==> src/ssmc_pkg.sv <==
package ssmc_pkg;
  // Variable identifiers of the startup switches.
  localparam logic [15:0] VAR_LEARN_MODE = 16'h2240;
  localparam logic [15:0] VAR_EXPERT_MODE = 16'h2275;
  // Firmware commands used in expert mode.
  localparam logic [15:0] CMD_BUILD_CONFIG = 16'h0710;
  localparam logic [15:0] CMD_START_XFER = 16'h0701;
  // Answer code for a refused process data access.
  localparam logic [15:0] ERR_LEARN_ACTIVE = 16'h00a9;
  localparam logic [15:0] ERR_NONE = 16'h0000;
  localparam logic [15:0] ERR_BAD_SLOT = 16'h00ff;
  localparam int MAX_SLOTS = 63;
  localparam int SLOT_W = 6;

  // Register byte addresses.
  localparam logic [7:0] ADR_CTRL = 8'h00;
  localparam logic [7:0] ADR_STATUS = 8'h04;
  localparam logic [7:0] ADR_COUNT = 8'h08;
  localparam logic [7:0] ADR_DIAG_STAT = 8'h0c;
  localparam logic [7:0] ADR_DIAG_PARAM = 8'h10;
  localparam logic [7:0] ADR_CMD = 8'h14;
  localparam logic [7:0] ADR_SLOT_SEL = 8'h18;
  localparam logic [7:0] ADR_SLOT_INFO = 8'h1c;
  localparam logic [7:0] ADR_PD_REQ = 8'h20;

  // Control register fields.
  localparam int CTRL_LEARN = 0;
  localparam int CTRL_EXPERT = 1;
  localparam int CTRL_UPD_ENA = 2;
  localparam int CTRL_AUTO_ADDR = 3;

  // Reset values: learn mode on, expert off, update off, auto address on.
  localparam logic CTRL_LEARN_RST = 1'b1;
  localparam logic CTRL_EXPERT_RST = 1'b0;
  localparam logic CTRL_UPD_RST = 1'b0;
  localparam logic CTRL_AUTO_RST = 1'b1;

  // Terminal classes.
  typedef enum logic [2:0] {
    TT_DIN = 3'h0, TT_DOUT = 3'h1, TT_DIO = 3'h2, TT_AIN = 3'h3,
    TT_AOUT = 3'h4, TT_AIO = 3'h5, TT_PARAM = 3'h6
  } ssmc_ttype_t;

  // Startup sequence, Gray coded in declaration order.
  typedef enum logic [2:0] {
    ST_BOOT = 3'b000, ST_UPDATE = 3'b001, ST_SCAN = 3'b011, ST_CHECK = 3'b010,
    ST_RUN = 3'b110, ST_MISMATCH = 3'b111, ST_EXP_WAIT = 3'b101, ST_EXP_CFG = 3'b100
  } ssmc_state_t;
endpackage

==> src/ssmc_top.sv <==
`timescale 1ns/1ps
// How it works
// - Failed download retries on restart while enabled.
// - Auto-address reply overrides server and file.
// - Interrupted flashing reruns update; management blocked.
// - Terminal count holds last good on error.
// - New error bit rewrites diagnostic parameter.
// - Positions numbered one to sixty-three.
// - Each terminal has one of seven types.
// - Digital channels are bits, others words.
// - Analog terminals get equal input/output words.
// - Station error invalidates data, flashes diagnostic.
// - Peripheral fault invalidates only that terminal.
// - Learn mode default on, expert off.
// - Learn setting retained and shown on indicator.
// - Learn mode starts bus, outputs disabled.
// - Learn off stores reference, enables outputs.
// - Compare reference with physical; run if equal.
// - Mismatch lights indicator, blocks data exchange.
// - Learn on plus restart adopts physical.
// - Expert waits for build and start commands.
// - Expert off applies only after restart.
// - Learn mode refuses data access with code.
// - Learn mode holds outputs in reset.
module ssmc_top (
  // Clock and reset.
  input wire logic CLK_I,
  input wire logic RST_N_I,
  // Register port.
  input wire logic [7:0] ADDR_I,
  input wire logic [31:0] WDATA_I,
  input wire logic WR_I,
  input wire logic RD_I,
  output logic [31:0] RDATA_O,
  // Restart and update sources.
  input wire logic RESTART_I,
  input wire logic UPD_DONE_I,
  input wire logic UPD_FAIL_I,
  input wire logic FLASH_BUSY_I,
  input wire logic REPLY_VALID_I,
  input wire logic [31:0] REPLY_SERVER_I,
  input wire logic [15:0] REPLY_FILE_I,
  // Local bus scan results.
  input wire logic SCAN_VALID_I,
  input wire logic [ssmc_pkg::SLOT_W-1:0] SCAN_SLOT_I,
  input wire logic [2:0] SCAN_TYPE_I,
  input wire logic [4:0] SCAN_BITS_I,
  input wire logic [3:0] SCAN_WORDS_I,
  input wire logic SCAN_DONE_I,
  input wire logic BUS_ERR_I,
  input wire logic [15:0] DIAG_STAT_I,
  input wire logic [15:0] DIAG_CAUSE_I,
  input wire logic [ssmc_pkg::MAX_SLOTS-1:0] PERIPH_FAULT_I,
  // Indicators and gates.
  output logic START_UPDATE_O,
  output logic MGMT_AVAIL_O,
  output logic [31:0] UPD_SERVER_O,
  output logic [15:0] UPD_FILE_O,
  output logic LEARN_MODE_INDICATOR_O,
  output logic CONFIG_MISMATCH_INDICATOR_O,
  output logic DIAG_FLASH_O,
  output logic OUT_WRITE_EN_O,
  output logic OUTPUTS_RESET_O,
  output logic BUS_RUN_O,
  output logic PD_VALID_O,
  output logic [ssmc_pkg::MAX_SLOTS-1:0] SLOT_VALID_O
);
  import ssmc_pkg::*;

  ssmc_state_t state_ff, nxt_state;
  logic learn_ff, expert_ff, expert_eff_ff, upd_ena_ff, auto_addr_ff;
  logic flash_pend_ff;
  logic [31:0] server_ff;
  logic [15:0] file_ff;
  logic [SLOT_W-1:0] phys_cnt_ff, good_cnt_ff, ref_cnt_ff, slot_sel_ff;
  logic [2:0] phys_type_ff [MAX_SLOTS];
  logic [2:0] ref_type_ff [MAX_SLOTS];
  logic [4:0] chan_ff [MAX_SLOTS];
  logic [3:0] win_ff [MAX_SLOTS];
  logic [3:0] wout_ff [MAX_SLOTS];
  logic [15:0] diag_stat_ff, diag_param_ff, pd_err_ff;
  logic built_ff, stored_ff, learn_was_ff;
  logic [22:0] blink_ff;
  logic match;
  logic scan_ok;
  logic wr_ctrl, wr_cmd;
  logic [31:0] nxt_rdata;

  assign wr_ctrl = WR_I && (ADDR_I == ADR_CTRL);
  assign wr_cmd = WR_I && (ADDR_I == ADR_CMD);
  assign scan_ok = SCAN_VALID_I && (SCAN_SLOT_I != '0);

  // Configuration bits. Learn flag is the retained copy; the host keeps it across power loss.
  always_ff @(posedge CLK_I or negedge RST_N_I) begin
    if (!RST_N_I) begin
      learn_ff <= CTRL_LEARN_RST;
      expert_ff <= CTRL_EXPERT_RST;
      upd_ena_ff <= CTRL_UPD_RST;
      auto_addr_ff <= CTRL_AUTO_RST;
    end else if (wr_ctrl) begin
      learn_ff <= WDATA_I[CTRL_LEARN];
      expert_ff <= WDATA_I[CTRL_EXPERT];
      upd_ena_ff <= WDATA_I[CTRL_UPD_ENA];
      auto_addr_ff <= WDATA_I[CTRL_AUTO_ADDR];
    end else if (state_ff == ST_UPDATE && UPD_DONE_I) begin
      upd_ena_ff <= 1'b0;
    end
  end

  // Expert mode may switch on at once; switching off waits for a restart.
  always_ff @(posedge CLK_I or negedge RST_N_I) begin
    if (!RST_N_I) begin
      expert_eff_ff <= CTRL_EXPERT_RST;
    end else if (RESTART_I || expert_ff) begin
      expert_eff_ff <= expert_ff;
    end
  end

  // An interrupted flash write leaves this set until an update completes.
  always_ff @(posedge CLK_I or negedge RST_N_I) begin
    if (!RST_N_I) begin
      flash_pend_ff <= 1'b0;
    end else if (state_ff == ST_UPDATE && FLASH_BUSY_I && RESTART_I) begin
      flash_pend_ff <= 1'b1;
    end else if (state_ff == ST_UPDATE && UPD_DONE_I) begin
      flash_pend_ff <= 1'b0;
    end
  end

  // Update server and file name.
  always_ff @(posedge CLK_I or negedge RST_N_I) begin
    if (!RST_N_I) begin
      server_ff <= 32'h0;
      file_ff <= 16'h0;
    end else if (state_ff == ST_BOOT && REPLY_VALID_I && auto_addr_ff) begin
      server_ff <= REPLY_SERVER_I;
      file_ff <= REPLY_FILE_I;
    end else if (WR_I && ADDR_I == ADR_CMD && WDATA_I[31]) begin
      server_ff <= {16'h0, WDATA_I[15:0]};
    end else if (WR_I && ADDR_I == ADR_CMD && WDATA_I[30]) begin
      file_ff <= WDATA_I[15:0];
    end
  end

  // Physical configuration gathered by the scan.
  always_ff @(posedge CLK_I or negedge RST_N_I) begin
    if (!RST_N_I) begin
      phys_cnt_ff <= '0;
      for (int i = 0; i < MAX_SLOTS; i++) begin
        phys_type_ff[i] <= 3'h0;
        chan_ff[i] <= 5'h0;
        win_ff[i] <= 4'h0;
        wout_ff[i] <= 4'h0;
      end
    end else if (RESTART_I) begin
      phys_cnt_ff <= '0;
    end else if (scan_ok) begin
      phys_cnt_ff <= SCAN_SLOT_I;
      phys_type_ff[SCAN_SLOT_I - 6'h1] <= SCAN_TYPE_I;
      if (SCAN_TYPE_I <= TT_DIO) begin
        chan_ff[SCAN_SLOT_I - 6'h1] <= SCAN_BITS_I;
      end else begin
        chan_ff[SCAN_SLOT_I - 6'h1] <= {1'b0, SCAN_WORDS_I};
      end
      win_ff[SCAN_SLOT_I - 6'h1] <= (SCAN_TYPE_I == TT_DOUT) ? 4'h0 : SCAN_WORDS_I;
      if (SCAN_TYPE_I == TT_AIN || SCAN_TYPE_I == TT_AOUT || SCAN_TYPE_I == TT_AIO) begin
        win_ff[SCAN_SLOT_I - 6'h1] <= SCAN_WORDS_I;
        wout_ff[SCAN_SLOT_I - 6'h1] <= SCAN_WORDS_I;
      end else begin
        wout_ff[SCAN_SLOT_I - 6'h1] <= (SCAN_TYPE_I == TT_DIN) ? 4'h0 : SCAN_WORDS_I;
      end
    end
  end

  // Last operable count survives a bus error.
  always_ff @(posedge CLK_I or negedge RST_N_I) begin
    if (!RST_N_I) begin
      good_cnt_ff <= '0;
    end else if (!BUS_ERR_I && state_ff == ST_RUN) begin
      good_cnt_ff <= phys_cnt_ff;
    end
  end

  always_comb begin
    match = (ref_cnt_ff == phys_cnt_ff);
    for (int i = 0; i < MAX_SLOTS; i++) begin
      if (i < int'(phys_cnt_ff) && ref_type_ff[i] != phys_type_ff[i]) begin
        match = 1'b0;
      end
    end
  end

  // Reference configuration.
  always_ff @(posedge CLK_I or negedge RST_N_I) begin
    if (!RST_N_I) begin
      ref_cnt_ff <= '0;
      stored_ff <= 1'b0;
      for (int i = 0; i < MAX_SLOTS; i++) begin
        ref_type_ff[i] <= 3'h0;
      end
    end else if ((learn_was_ff && !learn_ff && state_ff == ST_RUN) ||
                 (state_ff == ST_SCAN && SCAN_DONE_I && learn_ff)) begin
      ref_cnt_ff <= phys_cnt_ff;
      stored_ff <= 1'b1;
      for (int i = 0; i < MAX_SLOTS; i++) begin
        ref_type_ff[i] <= phys_type_ff[i];
      end
    end
  end

  always_ff @(posedge CLK_I or negedge RST_N_I) begin
    if (!RST_N_I) begin
      learn_was_ff <= 1'b1;
    end else begin
      learn_was_ff <= learn_ff;
    end
  end

  // Expert command progress.
  always_ff @(posedge CLK_I or negedge RST_N_I) begin
    if (!RST_N_I) begin
      built_ff <= 1'b0;
    end else if (RESTART_I) begin
      built_ff <= 1'b0;
    end else if (wr_cmd && WDATA_I[15:0] == CMD_BUILD_CONFIG && state_ff == ST_EXP_WAIT) begin
      built_ff <= 1'b1;
    end
  end

  always_comb begin
    nxt_state = state_ff;
    case (state_ff)
      ST_BOOT: begin
        if (flash_pend_ff || upd_ena_ff) begin
          nxt_state = ST_UPDATE;
        end else if (expert_eff_ff) begin
          nxt_state = ST_EXP_WAIT;
        end else begin
          nxt_state = ST_SCAN;
        end
      end
      ST_UPDATE: begin
        if (UPD_DONE_I || UPD_FAIL_I) begin
          nxt_state = ST_BOOT;
        end
      end
      ST_SCAN: begin
        if (SCAN_DONE_I) begin
          nxt_state = learn_ff ? ST_RUN : ST_CHECK;
        end
      end
      ST_CHECK: nxt_state = match ? ST_RUN : ST_MISMATCH;
      ST_EXP_WAIT: begin
        if (built_ff) begin
          nxt_state = ST_EXP_CFG;
        end
      end
      ST_EXP_CFG: begin
        if (wr_cmd && WDATA_I[15:0] == CMD_START_XFER) begin
          nxt_state = ST_RUN;
        end
      end
      ST_RUN, ST_MISMATCH: nxt_state = state_ff;
      default: nxt_state = ST_BOOT;
    endcase
    // A failed download leaves the enable set, so the next restart repeats it.
    if (RESTART_I) begin
      nxt_state = ST_BOOT;
    end
  end

  always_ff @(posedge CLK_I or negedge RST_N_I) begin
    if (!RST_N_I) begin
      state_ff <= ST_BOOT;
    end else begin
      state_ff <= nxt_state;
    end
  end

  // Diagnostic words; a newly set error bit captures the cause.
  always_ff @(posedge CLK_I or negedge RST_N_I) begin
    if (!RST_N_I) begin
      diag_stat_ff <= 16'h0;
      diag_param_ff <= 16'h0;
    end else begin
      diag_stat_ff <= DIAG_STAT_I;
      if ((DIAG_STAT_I & ~diag_stat_ff) != 16'h0) begin
        diag_param_ff <= DIAG_CAUSE_I;
      end
    end
  end

  // Process data access: answer code readable after the request.
  always_ff @(posedge CLK_I or negedge RST_N_I) begin
    if (!RST_N_I) begin
      pd_err_ff <= ERR_NONE;
    end else if (WR_I && ADDR_I == ADR_PD_REQ) begin
      if (learn_ff && !expert_eff_ff) begin
        pd_err_ff <= ERR_LEARN_ACTIVE;
      end else begin
        pd_err_ff <= ERR_NONE;
      end
    end
  end

  always_ff @(posedge CLK_I or negedge RST_N_I) begin
    if (!RST_N_I) begin
      slot_sel_ff <= '0;
    end else if (WR_I && ADDR_I == ADR_SLOT_SEL) begin
      slot_sel_ff <= WDATA_I[SLOT_W-1:0];
    end
  end

  always_ff @(posedge CLK_I or negedge RST_N_I) begin
    if (!RST_N_I) begin
      blink_ff <= '0;
    end else begin
      blink_ff <= blink_ff + 23'h1;
    end
  end

  always_comb begin
    nxt_rdata = 32'h0;
    case (ADDR_I)
      ADR_CTRL: nxt_rdata = {28'h0, auto_addr_ff, upd_ena_ff, expert_ff, learn_ff};
      ADR_STATUS: nxt_rdata = {24'h0, stored_ff, flash_pend_ff, expert_eff_ff, 2'h0, state_ff};
      ADR_COUNT: nxt_rdata = {26'h0, BUS_ERR_I ? good_cnt_ff : phys_cnt_ff};
      ADR_DIAG_STAT: nxt_rdata = {16'h0, diag_stat_ff};
      ADR_DIAG_PARAM: nxt_rdata = {16'h0, diag_param_ff};
      ADR_SLOT_INFO: begin
        if (slot_sel_ff != '0 && slot_sel_ff <= phys_cnt_ff) begin
          nxt_rdata = {13'h0, phys_type_ff[slot_sel_ff - 6'h1], chan_ff[slot_sel_ff - 6'h1],
                       3'h0, win_ff[slot_sel_ff - 6'h1], wout_ff[slot_sel_ff - 6'h1]};
        end else begin
          nxt_rdata = {16'h0, ERR_BAD_SLOT};
        end
      end
      ADR_PD_REQ: nxt_rdata = {16'h0, pd_err_ff};
      default: nxt_rdata = 32'h0;
    endcase
  end

  always_ff @(posedge CLK_I or negedge RST_N_I) begin
    if (!RST_N_I) begin
      RDATA_O <= 32'h0;
    end else if (RD_I) begin
      RDATA_O <= nxt_rdata;
    end else begin
      RDATA_O <= 32'h0;
    end
  end

  // Registered outputs.
  always_ff @(posedge CLK_I or negedge RST_N_I) begin
    if (!RST_N_I) begin
      START_UPDATE_O <= 1'b0;
      MGMT_AVAIL_O <= 1'b0;
      UPD_SERVER_O <= 32'h0;
      UPD_FILE_O <= 16'h0;
      LEARN_MODE_INDICATOR_O <= 1'b0;
      CONFIG_MISMATCH_INDICATOR_O <= 1'b0;
      DIAG_FLASH_O <= 1'b0;
      OUT_WRITE_EN_O <= 1'b0;
      OUTPUTS_RESET_O <= 1'b1;
      BUS_RUN_O <= 1'b0;
      PD_VALID_O <= 1'b0;
      SLOT_VALID_O <= '0;
    end else begin
      START_UPDATE_O <= (nxt_state == ST_UPDATE);
      MGMT_AVAIL_O <= !flash_pend_ff && (state_ff != ST_UPDATE);
      UPD_SERVER_O <= server_ff;
      UPD_FILE_O <= file_ff;
      LEARN_MODE_INDICATOR_O <= learn_ff && !expert_eff_ff;
      CONFIG_MISMATCH_INDICATOR_O <= (state_ff == ST_MISMATCH) && !expert_eff_ff;
      DIAG_FLASH_O <= (BUS_ERR_I || state_ff == ST_MISMATCH) && blink_ff[22];
      OUT_WRITE_EN_O <= (state_ff == ST_RUN) && (!learn_ff || expert_eff_ff);
      OUTPUTS_RESET_O <= learn_ff && !expert_eff_ff;
      BUS_RUN_O <= (state_ff == ST_RUN);
      PD_VALID_O <= (state_ff == ST_RUN) && !BUS_ERR_I;
      for (int i = 0; i < MAX_SLOTS; i++) begin
        SLOT_VALID_O[i] <= (state_ff == ST_RUN) && !BUS_ERR_I &&
                           (i < int'(phys_cnt_ff)) && !PERIPH_FAULT_I[i];
      end
    end
  end

  a_learn_resets_out: assert property (@(posedge CLK_I) disable iff (!RST_N_I)
    (learn_ff && !expert_eff_ff) |=> OUTPUTS_RESET_O)
    else $error("Outputs not held in reset during learn mode.");
  a_learn_no_write: assert property (@(posedge CLK_I) disable iff (!RST_N_I)
    (learn_ff && !expert_eff_ff) |=> !OUT_WRITE_EN_O)
    else $error("Output writing enabled in learn mode.");
  a_pd_refused: assert property (@(posedge CLK_I) disable iff (!RST_N_I)
    (WR_I && ADDR_I == ADR_PD_REQ && learn_ff && !expert_eff_ff) |=> pd_err_ff == ERR_LEARN_ACTIVE)
    else $error("Process data access not refused in learn mode.");
  a_mismatch_block: assert property (@(posedge CLK_I) disable iff (!RST_N_I)
    (state_ff == ST_CHECK && !match) |=> ##1 (!BUS_RUN_O && !PD_VALID_O))
    else $error("Mismatch did not block data exchange.");
  a_diag_capture: assert property (@(posedge CLK_I) disable iff (!RST_N_I)
    ((DIAG_STAT_I & ~diag_stat_ff) != 16'h0) |=> diag_param_ff == $past(DIAG_CAUSE_I))
    else $error("Diagnostic parameter not rewritten on new error.");
  a_update_retry: assert property (@(posedge CLK_I) disable iff (!RST_N_I)
    (state_ff == ST_BOOT && upd_ena_ff && !RESTART_I) |=> state_ff == ST_UPDATE)
    else $error("Pending update not run after restart.");
  a_expert_hold: assert property (@(posedge CLK_I) disable iff (!RST_N_I)
    (expert_eff_ff && !RESTART_I) |=> expert_eff_ff)
    else $error("Expert mode left without restart.");
  a_fault_slot: assert property (@(posedge CLK_I) disable iff (!RST_N_I)
    (PERIPH_FAULT_I != '0) |=> ((SLOT_VALID_O & $past(PERIPH_FAULT_I)) == '0))
    else $error("Faulty terminal data marked valid.");
endmodule

==> config.mk <==
export PLATFORM = sky130hd
export DESIGN_NAME = ssmc_top
export DESIGN_NICKNAME = d
export VERILOG_FILES = /design/src/ssmc_pkg.sv /design/src/ssmc_top.sv
export SDC_FILE = /design/constraint.sdc
export NUM_CORES = 2
export LEC_CHECK = 0
export BUFFER_PORTS_ARGS = -buffer_cell sky130_fd_sc_hd__clkbuf_2
export CAP_MARGIN = 20
export CORE_MARGIN = 2
export CORE_UTILIZATION = 61
export CTS_BUF_LIST = sky130_fd_sc_hd__clkbuf_8 sky130_fd_sc_hd__clkbuf_16
export DETAILED_ROUTE_END_ITERATION = 8
export PLACE_DENSITY_LB_ADDON = 0.05
export RECOVER_POWER = 50
export SETUP_SLACK_MARGIN = 0.15
export SYNTH_ARGS = -nofsm -noshare
export SYNTH_HDL_FRONTEND = slang
export SYNTH_SLANG_ARGS = --single-unit
==> constraint.sdc <==
create_clock -name CLK_I -period 6.3 [get_ports CLK_I]
set_clock_uncertainty 0.05 [all_clocks]
set_input_delay 0.63 -clock CLK_I [delete_from_list [all_inputs] [get_ports CLK_I]]
set_output_delay 0.63 -clock CLK_I [all_outputs]
set_load 0.005 [all_outputs]
# Yosys cells after proc, flatten, opt, wreduce, memory -nomap -nowiden
# Cells that the tools add are included.
# word_totals
regBits	1504
latchBits	0
ram_bits	0
mem_bits_ro	0
output_inout_bits	152
elab_cells	938
mem_count	0
# op_classes
addsub	3
n_mul	0
div	0
order_cmp	68
n_eq_ne	88
shift	0
muxes	120
bitwise	5
n_reduce_logical	306
# op_table
cell	count
252-bit bitwise mux	4
315-bit bitwise mux	2
252-bit 2-to-1 mux	2
315-bit 2-to-1 mux	1
1-bit logical AND	216
189-bit bitwise mux	1
3-bit != test	63
6-bit < comparator (first input constant)	31
19-bit one-hot mux with 7 select lines	1
5-bit by 6-bit < comparator with 1-bit output (first input constant)	16
1-bit 2-to-1 mux	69
1-bit logical NOT	67
32-bit 2-to-1 mux	2
4-bit binary-select mux with 6-bit select	2
4-bit by 6-bit < comparator with 1-bit output (first input constant)	8
16-bit 2-to-1 mux	3
19-bit 2-to-1 mux	2
3-bit 2-to-1 mux	11
16-bit by 11-bit == test with 1-bit output (second input constant)	2
8-bit by 5-bit == test with 1-bit output (second input constant)	4
5-bit binary-select mux with 6-bit select	1
5-bit demux with 6-bit select	1
4-bit 2-to-1 mux	7
4-bit demux with 6-bit select	1
other kinds (36)	73

# Depth between registers and ports, before layout
# depth
depth_word	69
mapped_depth	17

# Worst setup path before layout
# OpenSTA, ideal clock, no wires.
# synth_timing
path_type	register -> register
from	register slot_sel_ff[0]
to	register RDATA_O[0]
arrival_ns	3.692
slack_ns	2.420
stages_incl_launch_ff	17
synth_period_minus_slack_ns	3.880
path_cell_list	dfrtp_1 buf_4 buf_4 buf_2 inv_1 buf_2 ha_1 buf_2 buf_2 buf_2 buf_1 mux4_2 mux4_2 nor2_1 nor2_1 o22ai_1 o22ai_1
# synth_via
elab_chain_len	8
elab_cells_between_ends	11
cone_classes	add/sub: 1; order compare: 1; mux: 6; bitwise: 1; reduce/logical: 2
# synth_rtl
element	line_no	source
from (decl)	ssmc_top.sv:75	logic [SLOT_W-1:0] phys_cnt_ff, good_cnt_ff, ref_cnt_ff, slot_sel_ff;
from (signal assigned)	ssmc_top.sv:310	slot_sel_ff <= WDATA_I[SLOT_W-1:0];
6-bit by 1-bit subtractor with 6-bit output	ssmc_top.sv:333	3'h0, win_ff[slot_sel_ff - 6'h1], wout_ff[slot_sel_ff - 6'h1]};
6-bit inverter with 7-bit output (implied by the code)	ssmc_top.sv:333	
4-bit binary-select mux with 6-bit select	ssmc_top.sv:333	
4-bit 2-to-1 mux (implied by the code) (2 in a row)	ssmc_top.sv:333	
19-bit 2-to-1 mux *	ssmc_top.sv:331	if (slot_sel_ff != '0 && slot_sel_ff <= phys_cnt_ff) begin
19-bit one-hot mux with 7 select lines *	ssmc_top.sv:324	case (ADDR_I)
19-bit 2-to-1 mux *	ssmc_top.sv:346	end else if (RD_I) begin
to (signal assigned)	ssmc_top.sv:347	RDATA_O <= nxt_rdata;
to (decl)	ssmc_top.sv:34	output logic [31:0] RDATA_O,
# Mark *: on every way between the ends. The rest lies on a longest branch, timed or not. The select of a mux whose other input is x is not followed.
# A chain may end at the register's enable or synchronous reset.

==> results.json <==
{
  "ctsHtreeMaxLevel": 4,
  "synth_cell_types": 83,
  "synth_area_per_cell_um2": 12.26,
  "synthArstFlopShare": 1.000,
  "nets": 5830,
  "setup_viol": 0,
  "p_per_area_nw_per_um2": 306.4,
  "max_stage_delay_ps": 2300,
  "path_class": "in2async",
  "status": "finished, violations left",
  "dpl_cell_area_um2": 68310,
  "overflow": 0,
  "dp_slack_ps": 2042,
  "cts_sinks": 1476,
  "cts_buffer_depth": 3,
  "drc": 0,
  "dp_hpwl_mm": 113.3,
  "synth_edf_count": 0,
  "setup_ws_ps": 1710,
  "cp_max_fo": 109,
  "gp_congestion": 0.8690,
  "worst_setup_path_start_kind": "input port",
  "wl_per_cell_um": 25.27,
  "drive_gt1_frac": 0.2465,
  "netlist_area_um2": 65240,
  "dieArea_um2": 109600,
  "cts_resized": 0,
  "clk_pin_slew_ps": 60,
  "ant_nets": 0,
  "failed_checks": "max-capacitance violations, max-slew violations",
  "io_pins": 365,
  "ys_warn_count": 0,
  "peakVddDrop_mv": 0.2322,
  "grt_pass1_wl_mm": 275.4,
  "arrival_ps": 5030,
  "finalHoldViolations": 0,
  "tightest_slew_ps": 3307,
  "maxCapViolations": 7,
  "grt_pass1_vias": 44520,
  "antenna_found_initial": 9,
  "cts-root-buf": "clkbuf_16",
  "worstHoldPathType": "in2reg",
  "core_um2": 105700,
  "period_minus_slack_ps": 4590,
  "synth_ff_type": "dfrtp_1",
  "rsz0062_at_grt": "no",
  "start_util": 0.6171,
  "cpMaxStageDelayCell": "clkbuf_2",
  "vias_per_cell": 6.149,
  "fmax_ghz": 0.2179,
  "end_kind": "async pin",
  "tns_ps": 0,
  "p_leak_uw": 0.03440,
  "grt_util_all_layers": 0.3374,
  "first_pass_iters": 6,
  "die_h_um": 331.0,
  "min_period_over_period": 0.7286,
  "fillers": 7727,
  "cts_made_buffers": 152,
  "timing.slew.headroom": -1.205,
  "yosysSeqAreaShare": 0.5662,
  "rows": 119,
  "syn_inst": 5323,
  "routed-via-count": 43730,
  "first_iter_violations": 3908,
  "dieWidth_um": 331.0,
  "required_ps": 6740,
  "slew_viol_final": 263,
  "grt_max_degree": 175,
  "crit_chain": "dlygate4sd3_1, clkbuf_2, clkbuf_1",
  "clock_latency_ps": 780,
  "final_area_um2": 73990,
  "cts_tree": "yes",
  "finalWirelength_mm": 179.7,
  "ys_ff_latch": 1476,
  "area_growth_pct": 13.42,
  "io_buffers": 337,
  "fin_util": 0.7000
}
==> layout by cell type, fill, tap and decap left out, types with 59 or more instances in the layout <==
cell type	netlist	final
clkbuf_16	0	158
nand3_1	68	59
clkbuf_2	0	210
clkbuf_1	339	133
inv_1	45	91
nor2_1	162	158
buf_4	28	104
a21oi_1	93	93
mux2_2	502	501
xor2_1	94	94
xnor2_1	126	126
nand2_1	814	814
mux4_2	305	305
dfrtp_1	1472	1471
o21ai_0	701	702
dlygate4sd3_1	0	99
nor3_1	66	62
==> area by class of cell <==
| type | instances | area (um2) | share of cell area |
|---|---|---|---|
| sequential | 1476 | 36940 | 0.4993 |
| multi-input combinational | 3365 | 26540 | 0.3587 |
| clock buffer | 190 | 4394 | 0.05939 |
| timing repair buffer | 568 | 3770 | 0.05095 |
| tap | 1391 | 1740 | 0.02352 |
| clock inverter | 71 | 421.7 | 0.005698 |
| inverter | 45 | 168.9 | 0.002283 |
| antenna | 6 | 15.01 | 0.0002029 |
==> critical path: cells and delay by family <==
family   cells  cell delay, ps
buf+inv      3            4310
==> worst paths after layout <==
check	to	start	slack [ps]	cells past startpoint
min in group asynchronous	file_ff[8]	RST_N_I	1480	2
max	phys_type_ff[38]	RST_N_I	1710	3
min	server_ff[22]	REPLY_SERVER_I[22]	40	3
min reg2reg	UPD_SERVER_O[20]	server_ff[20]	320	0
max reg2reg	ref_type_ff[84]	state_ff[0]	1940	4
max in group CLK_I	ref_type_ff[84]	state_ff[0]	1940	4
==> metal layers <==
metal	share of wire	vias to the layer above	track usage	routed length (um)
li1	-	19350	-	-
met1	0.42	22560	0.4732	75500
met2	0.47	1455	0.5295	85320
met3	0.069	364	0.07047	12470
met4	0.036	2	0.1219	6382
met5	0.000072	-	0	13
==> report_power, final <==
| part | total [uW] | switching [uW] | internal [uW] |
|---|---|---|---|
| combinational | 2990 | 1700 | 1290 |
| clock | 8710 | 3700 | 5010 |
| sequential | 11000 | 583 | 10400 |
==> cells by family after synthesis <==
kind of cell,synth area share
AO/OA/AOI/OAI,0.08328
XOR/XNOR,0.03096
adder cells (fa/ha/maj),0.001880
buffers and inverters,0.03120
flip-flops,0.5662
multiplexers,0.2070
other,0.00005748
AND/OR/NAND/NOR,0.07936
==> repair_timing <==
action	CTS	global route
hold buffers	99	0
buffers inserted	0	0
endpoints found under the hold margin	191	0
==> synth_stat cells (12+ instances only) <==
cell | count | area [um2]
buf_2 | 49 | 245.2
nor3_1 | 66 | 330.3
nand3_1 | 68 | 340.3
buf_4 | 28 | 210.2
a21oi_1 | 93 | 465.5
and3_1 | 12 | 75.07
dfrtp_1 | 1472 | 36840
buf_1 | 31 | 116.4
mux2_2 | 502 | 5653
xnor2_1 | 126 | 1104
o21ai_0 | 701 | 3508
o22ai_1 | 21 | 131.4
nor3b_1 | 12 | 90.09
mux4_2 | 305 | 6869
o21ai_1 | 22 | 110.1
nor2_1 | 162 | 608.1
clkbuf_1 | 339 | 1272
a31oi_1 | 12 | 75.07
and2_1 | 14 | 87.58
inv_1 | 45 | 168.9
xor2_1 | 94 | 823.3
nand2_1 | 814 | 3055
a211oi_1 | 26 | 195.2
nor4_1 | 12 | 75.07
mux2_1 | 34 | 382.9
a22oi_1 | 13 | 97.59
mux2i_1 | 60 | 600.6
==> stage by stage <==
stage	total power, uW	hold slack, ps	std cells
after floorplan	12770	284.4	5335
final	22670	35.70	7112
after global placement	13950	304.8	6740
after global routing	23600	21.40	7111
after detailed placement	14060	308.9	6742
after CTS	22790	0.1060	7102
Power figures use the tool's default switching activity.
